File: config.mk
export PLATFORM = sky130hd
export DESIGN_NAME = feg_core
export DESIGN_NICKNAME = d
export VERILOG_FILES = /design/src/rtl/feg_core.v /design/src/rtl/feg_class.v
export VERILOG_INCLUDE_DIRS = /design/src /design/src/rtl
export SDC_FILE = /design/constraint.sdc
export NUM_CORES = 1
export LEC_CHECK = 0
export BUFFER_PORTS_ARGS = -buffer_cell sky130_fd_sc_hd__buf_2
export CAP_MARGIN = 20
export CORE_ASPECT_RATIO = 0.6
export CORE_MARGIN = 2
export CORE_UTILIZATION = 49
export CTS_BUF_LIST = sky130_fd_sc_hd__clkbuf_8
export CTS_CLUSTER_DIAMETER = 100
export CTS_CLUSTER_SIZE = 25
export DETAILED_ROUTE_END_ITERATION = 6
export PLACE_DENSITY = 0.83
export SLEW_MARGIN = 20
export SYNTH_ARGS = -nofsm -noshare
export SYNTH_HDL_FRONTEND = slang
export SYNTH_SLANG_ARGS = --single-unit
File: constraint.sdc
create_clock -name clock -period 2.6 [get_ports clock]
set_clock_uncertainty 0.1 [all_clocks]
set_input_delay 0.39 -clock clock [delete_from_list [all_inputs] [get_ports clock]]
set_output_delay 0.39 -clock clock [all_outputs]
set_load 0.05 [all_outputs]
File: src/rtl/feg_consts.vh
// Constants for the floating-point exception gating block.
`ifndef FEG_CONSTS_VH
`define FEG_CONSTS_VH

// ==========================================================
// Instruction kinds presented by the integer core
`define FEG_OP_W 5
`define FEG_OP_ARITH 5'h00
`define FEG_OP_NONARITH 5'h01
`define FEG_OP_WAITCHK 5'h02
`define FEG_OP_LDCW 5'h03
`define FEG_OP_STCW_W 5'h04
`define FEG_OP_STCW_N 5'h05
`define FEG_OP_STSW_W 5'h06
`define FEG_OP_STSW_N 5'h07
`define FEG_OP_STENV_W 5'h08
`define FEG_OP_STENV_N 5'h09
`define FEG_OP_SAVE_W 5'h0A
`define FEG_OP_SAVE_N 5'h0B
`define FEG_OP_INIT_W 5'h0C
`define FEG_OP_INIT_N 5'h0D
`define FEG_OP_CLEX_W 5'h0E
`define FEG_OP_CLEX_N 5'h0F
`define FEG_OP_LDENV 5'h10
`define FEG_OP_RSTOR 5'h11
`define FEG_OP_XRSTOR 5'h12
`define FEG_OP_XSAVE 5'h13
`define FEG_OP_LEG_ENI 5'h14
`define FEG_OP_LEG_DISI 5'h15
`define FEG_OP_LEG_SETPM 5'h16
`define FEG_OP_MOVE 5'h17

// ==========================================================
// Operand format of a move
`define FEG_FMT_REG 2'h0
`define FEG_FMT_SGLDBL 2'h1
`define FEG_FMT_EXT 2'h2
`define FEG_FMT_INTBCD 2'h3

// ==========================================================
// Tag, status and control word layout
`define FEG_TAG_EMPTY 2'h3
`define FEG_NEXC 6
`define FEG_BIT_INVALID 0
`define FEG_BIT_SF 6
`define FEG_BIT_ES 7
`define FEG_BIT_C1 9
`define FEG_BIT_COMPAT 8
`define FEG_MASK_INIT 6'h3F

// ==========================================================
// Register offsets and event bits
`define FEG_AW 4
`define FEG_DW 16
`define FEG_ADDR_CTRL 4'h0
`define FEG_ADDR_STAT 4'h1
`define FEG_ADDR_EVT 4'h2
`define FEG_ADDR_EVMSK 4'h3
`define FEG_NEVT 4
`define FEG_EV_STALL 0
`define FEG_EV_STACK 1
`define FEG_EV_HANDLER 2
`define FEG_EV_NUMERIC 3

`endif

File: src/rtl/feg_core.v
// Floating-point exception gating: flags, masks, waiting check, bus.
//
// Design decisions made here: the placing of the registers and the strobed register port.
`timescale 1ns/1ps
`include "feg_consts.vh"

// All inputs come from logic on this clock, so none is synchronised.
// The register port answers in the cycle after the strobe and never inserts wait states.
module feg_core (
    input wire clock,
    input wire rst,
    // Instruction presented by the integer core.
    input wire issueValid,
    input wire [`FEG_OP_W-1:0] issueOp,
    input wire [1:0] memFmt,
    input wire pushDst,
    input wire [1:0] dstTag,
    input wire checkSrc,
    input wire [1:0] srcTag,
    input wire [`FEG_NEXC-1:0] numExc,
    input wire [`FEG_DW-1:0] loadCtrl,
    input wire [`FEG_DW-1:0] loadStat,
    // Register port.
    input wire [`FEG_AW-1:0] regAddr,
    input wire [`FEG_DW-1:0] regWdata,
    input wire regWr,
    input wire regRd,
    // Answers to the integer core.
    output reg issueDone_q,
    output reg commit_q,
    output reg excPending_q,
    output reg handlerReq_q,
    output reg arithClass_q,
    output reg storeValid_q,
    output reg [`FEG_DW-1:0] storeCtrl_q,
    output reg [`FEG_DW-1:0] storeStat_q,
    // Register read data and interrupt.
    output reg [`FEG_DW-1:0] regRdata_q,
    output reg irq_q
);

    // ==========================================================
    // State
    // Flags, masks, the stack flag and condition bit one are the
    // architectural words; the summary is a registered copy of the
    // unmasked flags so that the gate below sees a settled value.
    // The event registers belong to the register port only.
    // Architectural words and their next values.
    reg [`FEG_NEXC-1:0] flags_q;
    reg [`FEG_NEXC-1:0] flags_d;
    reg [`FEG_NEXC-1:0] masks_q;
    reg [`FEG_NEXC-1:0] masks_d;
    reg stackFault_q;
    reg stackFault_d;
    reg condOne_q;
    reg condOne_d;
    reg summary_q;
    // Register port state.
    reg compat_q;
    reg [`FEG_NEVT-1:0] evt_q;
    reg [`FEG_NEVT-1:0] evtMask_q;
    // Decoded and derived terms.
    wire isWaiting;
    wire isNop;
    wire isArith;
    wire overflowHit;
    wire underflowHit;
    wire stackHit;
    wire [`FEG_NEXC-1:0] rawExc;
    wire [`FEG_NEXC-1:0] newExc;
    wire invalidUnmasked;
    wire blocked;
    wire proceed;
    wire summaryNext;
    wire [`FEG_DW-1:0] ctrlWord;
    wire [`FEG_DW-1:0] statWord;
    reg [`FEG_NEVT-1:0] evtSet;

    // ==========================================================
    // Classifier
    // The decoder is purely combinational; its outputs are valid in
    // the cycle that the instruction is presented and are only used
    // while issueValid is high.
    feg_class u_class (
        .op(issueOp),
        .memFmt(memFmt),
        .isWaiting(isWaiting),
        .isNop(isNop),
        .isArith(isArith)
    );

    // ==========================================================
    // Stack and numeric exception detection
    // The tag inputs describe the register that the instruction
    // pushes into or sources from. A stack fault is not a result of
    // operand processing, so non-arithmetic kinds may raise it too.
    // Datapath flags of a non-arithmetic kind are dropped here.
    // A push onto a non-empty register overflows the stack.
    assign overflowHit = pushDst && (dstTag != `FEG_TAG_EMPTY);
    // Sourcing an empty register underflows it.
    assign underflowHit = checkSrc && srcTag == `FEG_TAG_EMPTY;
    // Either fault counts as the stack subclass of invalid.
    assign stackHit = overflowHit || underflowHit;
    // Only arithmetic instructions pass datapath exceptions on.
    assign rawExc = isArith ? numExc : {`FEG_NEXC{1'b0}};
    // All six classes, with the stack fault folded into invalid.
    assign newExc = rawExc |
        ({{(`FEG_NEXC-1){1'b0}}, stackHit} << `FEG_BIT_INVALID);
    // An unmasked invalid of either subclass calls the handler.
    assign invalidUnmasked = newExc[`FEG_BIT_INVALID] &&
        !masks_q[`FEG_BIT_INVALID];

    // ==========================================================
    // Gating of the issued instruction
    // The check looks at the summary as it stood before this edge, so
    // an instruction that raises a new unmasked exception is not held
    // itself; the next waiting instruction is. A stalled instruction
    // must be reissued by the core once the handler has run.
    // A waiting instruction is held while the summary flag is set.
    assign blocked = issueValid && isWaiting && summary_q;
    // Non-waiting forms ignore the summary even in compatibility mode.
    assign proceed = issueValid && !blocked;

    // ==========================================================
    // Next values of the architectural flags and masks
    // Only an instruction that proceeds and is not an obsolete no-op
    // touches the words. Loads replace them wholesale (the control load only the masks), clears
    // reset the flags and stack flag, saves other than XSAVE and initialisation reset all four, and every other kind adds new
    // events to the sticky flags and, on a stack fault, sets the stack flag and writes C1.
    always @* begin
        flags_d = flags_q;
        masks_d = masks_q;
        stackFault_d = stackFault_q;
        condOne_d = condOne_q;
        if (proceed && !isNop) begin
            case (issueOp)
                `FEG_OP_LDCW: begin
                    masks_d = loadCtrl[`FEG_NEXC-1:0];
                end
                `FEG_OP_LDENV, `FEG_OP_RSTOR, `FEG_OP_XRSTOR: begin
                    masks_d = loadCtrl[`FEG_NEXC-1:0];
                    flags_d = loadStat[`FEG_NEXC-1:0];
                    stackFault_d = loadStat[`FEG_BIT_SF];
                    condOne_d = loadStat[`FEG_BIT_C1];
                end
                `FEG_OP_INIT_W, `FEG_OP_INIT_N,
                `FEG_OP_SAVE_W, `FEG_OP_SAVE_N: begin
                    // Saving reinitialises once the old state is stored.
                    masks_d = `FEG_MASK_INIT;
                    flags_d = {`FEG_NEXC{1'b0}};
                    stackFault_d = 1'b0;
                    condOne_d = 1'b0;
                end
                `FEG_OP_CLEX_W, `FEG_OP_CLEX_N: begin
                    flags_d = {`FEG_NEXC{1'b0}};
                    stackFault_d = 1'b0;
                end
                default: begin
                    // Flags are sticky; new events only add to them.
                    flags_d = flags_q | newExc;
                    if (stackHit) begin
                        stackFault_d = 1'b1;
                        condOne_d = overflowHit;
                    end
                end
            endcase
        end
    end

    // Summary follows any flag whose mask is clear.
    // It is taken from the next values, so it moves on the same edge.
    assign summaryNext = |(flags_d & ~masks_d);

    // ==========================================================
    // Flag, mask and summary registers
    // Reset returns the unit to its initialised state; masks come up
    // set, so that no exception is unmasked after reset.
    always @(posedge clock or posedge rst) begin
        if (rst) begin
            flags_q <= {`FEG_NEXC{1'b0}};
            masks_q <= `FEG_MASK_INIT;
            stackFault_q <= 1'b0;
            condOne_q <= 1'b0;
            summary_q <= 1'b0;
        end else begin
            flags_q <= flags_d;
            masks_q <= masks_d;
            stackFault_q <= stackFault_d;
            condOne_q <= condOne_d;
            summary_q <= summaryNext;
        end
    end

    // ==========================================================
    // Word images
    // The unused bits of both words read as zero, and bit 8 of the
    // status image is kept clear.
    // Invalid at bit 0 of both words, stack fault 6, summary 7, C1 9.
    assign ctrlWord = {{(`FEG_DW-`FEG_NEXC){1'b0}}, masks_q};
    assign statWord = {{(`FEG_DW-10){1'b0}}, condOne_q, 1'b0, summary_q,
        stackFault_q, flags_q};

    // ==========================================================
    // Answer to the integer core
    // Every answer is a single-cycle pulse that follows the presented
    // instruction by one edge. The stored words are levels that hold
    // until the next store of the same word, so the core may pick
    // them up at its leisure.
    // Stores sample the words before the issuing instruction alters them.
    always @(posedge clock or posedge rst) begin
        if (rst) begin
            issueDone_q <= 1'b0;
            commit_q <= 1'b0;
            excPending_q <= 1'b0;
            handlerReq_q <= 1'b0;
            arithClass_q <= 1'b0;
            storeValid_q <= 1'b0;
            storeCtrl_q <= {`FEG_DW{1'b0}};
            storeStat_q <= {`FEG_DW{1'b0}};
        end else begin
            issueDone_q <= proceed;
            // The stalled instruction updates nothing.
            excPending_q <= blocked;
            // Unmasked invalid keeps stack pointer and sources intact.
            handlerReq_q <= proceed && !isNop &&
                invalidUnmasked;
            commit_q <= proceed && !isNop && !invalidUnmasked;
            arithClass_q <= issueValid && isArith;
            storeValid_q <= 1'b0;
            if (proceed) begin
                case (issueOp)
                    `FEG_OP_STCW_W, `FEG_OP_STCW_N: begin
                        storeCtrl_q <= ctrlWord;
                        storeValid_q <= 1'b1;
                    end
                    `FEG_OP_STSW_W, `FEG_OP_STSW_N: begin
                        storeStat_q <= statWord;
                        storeValid_q <= 1'b1;
                    end
                    `FEG_OP_STENV_W, `FEG_OP_STENV_N, `FEG_OP_SAVE_W,
                    `FEG_OP_SAVE_N, `FEG_OP_XSAVE: begin
                        storeCtrl_q <= ctrlWord;
                        storeStat_q <= statWord;
                        storeValid_q <= 1'b1;
                    end
                    default: begin
                        storeValid_q <= 1'b0;
                    end
                endcase
            end
        end
    end

    // ==========================================================
    // Interrupt events
    // Events are taken from the same terms that drive the answer, so
    // software sees exactly what the core was told. A stall event
    // repeats for every reissue that is still held.
    // In compatibility mode a newly raised summary is also reported.
    always @* begin
        evtSet = {`FEG_NEVT{1'b0}};
        evtSet[`FEG_EV_STALL] = blocked;
        evtSet[`FEG_EV_STACK] = proceed && !isNop && stackHit;
        evtSet[`FEG_EV_HANDLER] = proceed && !isNop && invalidUnmasked;
        evtSet[`FEG_EV_NUMERIC] = (proceed && !isNop && (|rawExc)) ||
            (compat_q && summaryNext && !summary_q);
    end

    // ==========================================================
    // Register port and event registers
    // Writes to the status register and to unmapped offsets are
    // ignored. The interrupt lags the event bits by one cycle, since
    // it is registered.
    // A new event wins over a write-one-to-clear in the same cycle.
    always @(posedge clock or posedge rst) begin
        if (rst) begin
            compat_q <= 1'b0;
            evt_q <= {`FEG_NEVT{1'b0}};
            evtMask_q <= {`FEG_NEVT{1'b0}};
            irq_q <= 1'b0;
        end else begin
            if (regWr && (regAddr == `FEG_ADDR_CTRL)) begin
                compat_q <= regWdata[`FEG_BIT_COMPAT];
            end
            if (regWr && (regAddr == `FEG_ADDR_EVMSK)) begin
                evtMask_q <= regWdata[`FEG_NEVT-1:0];
            end
            if (regWr && (regAddr == `FEG_ADDR_EVT)) begin
                evt_q <= (evt_q & ~regWdata[`FEG_NEVT-1:0]) | evtSet;
            end else begin
                evt_q <= evt_q | evtSet;
            end
            irq_q <= |(evt_q & evtMask_q);
        end
    end

    // Read data stand in the cycle after the read strobe only.
    // Unmapped offsets read as zero, and the data return to zero
    // outside the answer cycle to keep the bus quiet.
    always @(posedge clock or posedge rst) begin
        if (rst) begin
            regRdata_q <= {`FEG_DW{1'b0}};
        end else if (regRd) begin
            case (regAddr)
                `FEG_ADDR_CTRL: begin
                    regRdata_q <= ctrlWord |
                        ({{(`FEG_DW-1){1'b0}}, compat_q} << `FEG_BIT_COMPAT);
                end
                `FEG_ADDR_STAT: begin
                    regRdata_q <= statWord;
                end
                `FEG_ADDR_EVT: begin
                    regRdata_q <= {{(`FEG_DW-`FEG_NEVT){1'b0}}, evt_q};
                end
                `FEG_ADDR_EVMSK: begin
                    regRdata_q <= {{(`FEG_DW-`FEG_NEVT){1'b0}}, evtMask_q};
                end
                default: begin
                    regRdata_q <= {`FEG_DW{1'b0}};
                end
            endcase
        end else begin
            regRdata_q <= {`FEG_DW{1'b0}};
        end
    end

endmodule // feg_core

File: src/rtl/feg_class.v
// Instruction classifier: waiting form, no-operation and arithmetic group.
`timescale 1ns/1ps
`include "feg_consts.vh"

module feg_class (
    input wire [`FEG_OP_W-1:0] op,
    input wire [1:0] memFmt,
    output reg isWaiting,
    output reg isNop,
    output reg isArith
);

    // ==========================================================
    // Decode
    // The non-waiting control forms and the obsolete no-ops skip the pending check.
    always @* begin
        isWaiting = 1'b1;
        isNop = 1'b0;
        isArith = 1'b0;
        case (op)
            `FEG_OP_STCW_N, `FEG_OP_STSW_N, `FEG_OP_STENV_N,
            `FEG_OP_SAVE_N, `FEG_OP_INIT_N, `FEG_OP_CLEX_N: begin
                isWaiting = 1'b0;
            end
            `FEG_OP_LEG_ENI, `FEG_OP_LEG_DISI, `FEG_OP_LEG_SETPM: begin
                isWaiting = 1'b0;
                isNop = 1'b1;
            end
            `FEG_OP_ARITH: begin
                isArith = 1'b1;
            end
            `FEG_OP_MOVE: begin
                // Converting memory formats are arithmetic.
                isArith = (memFmt == `FEG_FMT_SGLDBL) ||
                          (memFmt == `FEG_FMT_INTBCD);
            end
            default: begin
                isArith = 1'b0;
            end
        endcase
    end

endmodule // feg_class

==> results.toml <==
[clocking]
cts.sinks = 56
cts_root_buf = "clkbuf_8"
post-cts-setup-buffers = 0
cts_inserted_buffers = 5
cts_hold_buffers = 0
clkTransAtPathRegs_ns = 0.10
tritoncts = "yes"
cts_max_path_buffers = 2
htree_levels = 2
post_cts.resized_instances = 0
clk_latency_ns = 0.31

[status]
outcome = "finished, final reports clean"

[synth]
synth_common_cells = "dfrtp_1 (50), buf_4 (26), nand2_1 (24)"
yosys_register_bits = 56
synth_area_leaders = "dfrtp_1 (43%), mux2_2 (6.9%), buf_4 (6.7%), dfstp_2 (5.4%), nand2_1 (3.1%)"
netlist_area_um2 = 2930
yosysUniqueCellTypes = 63
yosysSeqAreaShare_pct = 48.1
async_reset_ff_share_pct = 100
synth_top_area_cell = "dfrtp_1"
syn_inst = 272
synth_most_common_cell = "dfrtp_1"
synth_edf_count = 0
ys_warn_count = 0
synthFlopType = "dfrtp_1"
synth_area_per_cell_um2 = 10.8
synth_top_cell_area_share_pct = 42.8

[timing]
hold_viol_final = 0
rsz0062_at_grt = "no"
worst_pin_slew_ns = 0.806
max_freq_mhz = 448
setup_viol = 0
relSlewSlack_pct = 46.2
period_minus_slack_ns = 2.23
final.setup.tns_ns = 0
timing.final.crit_share_pct = 85.8
slew_viol_final = 0

[routing]
drt_iter0_markers = 169
finalWirelength_um = 7130
postRouteAntennaNets = 0
num_vias = 2403
drc = 0
drt_first_pass_iters = 5
wl_per_cell_um = 16.4
viasPerCell = 5.51

[global_routing]
grt_remaining_overflow = 0
grt_pass1_wl_um = 11500
grt_usage_pct = 22.1
grt_pass1_vias = 2222
grt_max_degree = 41
grt_antenna_before_repair = 0

[finish]
antenna_cells = 0
drive_above_1_share_pct = 38.8
nFillCells = 493
fin_nets = 431
regArea_um2 = 1410
stdcell_count = 436
final_util_pct = 60.4
multi_input_area_um2 = 1310
syn2layout_area_growth_pct = 17.1

[power]
powerDensity_nw_per_um2 = 963
ir_drop_mv = 0.635
p_leak_nw = 1.70
p_total_mw = 3.30

[place]
globalplace.congestion = 0.903
dpl.hpwl_um = 5630
io_buffers = 77
numPlacedInstances = 428

[worst_setup_path]
end_kind = "flip-flop"
r2r_start = "summary_q$_DFF_PP0_"
crit_arrival_ns = 2.31
r2r-end = "evt_q[3]$_DFF_PP0_"
crit_type = "input port to flip-flop"
r2r_slack_ns = 0.38
cp_max_fo = 12
r2r_cells = 7
worstSetupStartpointType = "input port"
required_ns = 2.68

[die]
row_count = 21
initial_core_util_pct = 51.6
die_area_um2 = 6630
io_pins = 131
die_h_um = 63.9
core_area_um2 = 5680
fp.dieW_um = 104

[min_path]
hold_path.class = "input port to asynchronous set/reset pin"

[flow_run]
drv_cap = 0
## power breakdown
part	internal, mW	total, mW	switching, mW
combinational	0.394	1.36	0.970
sequential	1.16	1.36	0.201
clock	0.288	0.570	0.282
total	1.84	3.30	1.45
## per-layer routing
metal / routed length (um) / GRT usage (%)
met2: 2890 / 30.4
met3: 656 / 5.82
met1: 3510 / 34.2
met5: 0 / 0
met4: 76 / 6.42
## state kept, by name (all words and copies together), names as in the netlist
register,cells
excPending_q,1
masks_q,6
stackFault_q,1
issueDone_q,1
flags_q,6
compat_q,1
irq_q,1
summary_q,1
commit_q,1
storeStat_q,9
arithClass_q,1
regRdata_q,10
evtMask_q,4
storeValid_q,1
evt_q,4
condOne_q,1
storeCtrl_q,6
handlerReq_q,1
## worst max-delay path: stages
cell and delay [ns]:
buf_2 0.24, inv_2 0.10, a211oi_1 0.42, o221ai_2 0.26, a22o_2 0.33, a222oi_1 0.45, a21oi_1 0.12
## through the flow
step                      hold slack (ns)  cell area (um2)  setup WS, ns
after floorplan                     0.370             3010         0.435
after global placement              0.358             3310         0.104
after detailed placement            0.370             3310        0.0767
after CTS                           0.153             3430         0.406
after global routing                0.188             3430         0.265
final                               0.121             3430         0.368
## cell type report
class | instances | area share [%]
well taps | 80 | 2.92
multi-input cells | 193 | 38.2
inverters | 14 | 1.53
clock inverters | 3 | 1.24
clock buffers | 5 | 2.01
repair buffers | 85 | 13.0
flip-flops and latches | 56 | 41.1
## kinds of logic after synthesis
| logic type | share of synthesized area [%] |
|---|---|
| AOI/OAI and AO/OA | 17.6 |
| xor gates and xnor gates | 0.299 |
| buffers and inverters | 10.0 |
| DFF | 48.1 |
| muxes | 9.75 |
| other | 0.128 |
| and+or+nand+nor | 14.1 |
## worst max-delay path by stage
stage	start	end	slack (ns)
finish	issueOp[2]	evt_q[3]$_DFF_PP0_	0.37
detailed placement	issueOp[2]	evt_q[3]$_DFF_PP0_	0.08
CTS	issueOp[2]	evt_q[3]$_DFF_PP0_	0.41
floorplan	issueOp[1]	evt_q[3]$_DFF_PP0_	0.43
global route	issueOp[2]	summary_q$_DFF_PP0_	0.27
global placement	issueOp[2]	evt_q[3]$_DFF_PP0_	0.10
## layout by cell type (no fill, tap or decap), types with 6 or more instances in the layout
master,netlist,layout
nor2_1,18,18
buf_4,26,8
nand2_1,24,24
buf_2,2,77
conb_1,1,23
mux2i_1,6,6
o21ai_0,6,6
a21oi_1,10,10
mux2_2,18,18
inv_1,12,12
dfrtp_1,50,50
dfstp_2,6,6
and3_1,6,6
a22o_1,6,6
No activity file was read; power rests on OpenSTA's default activity.
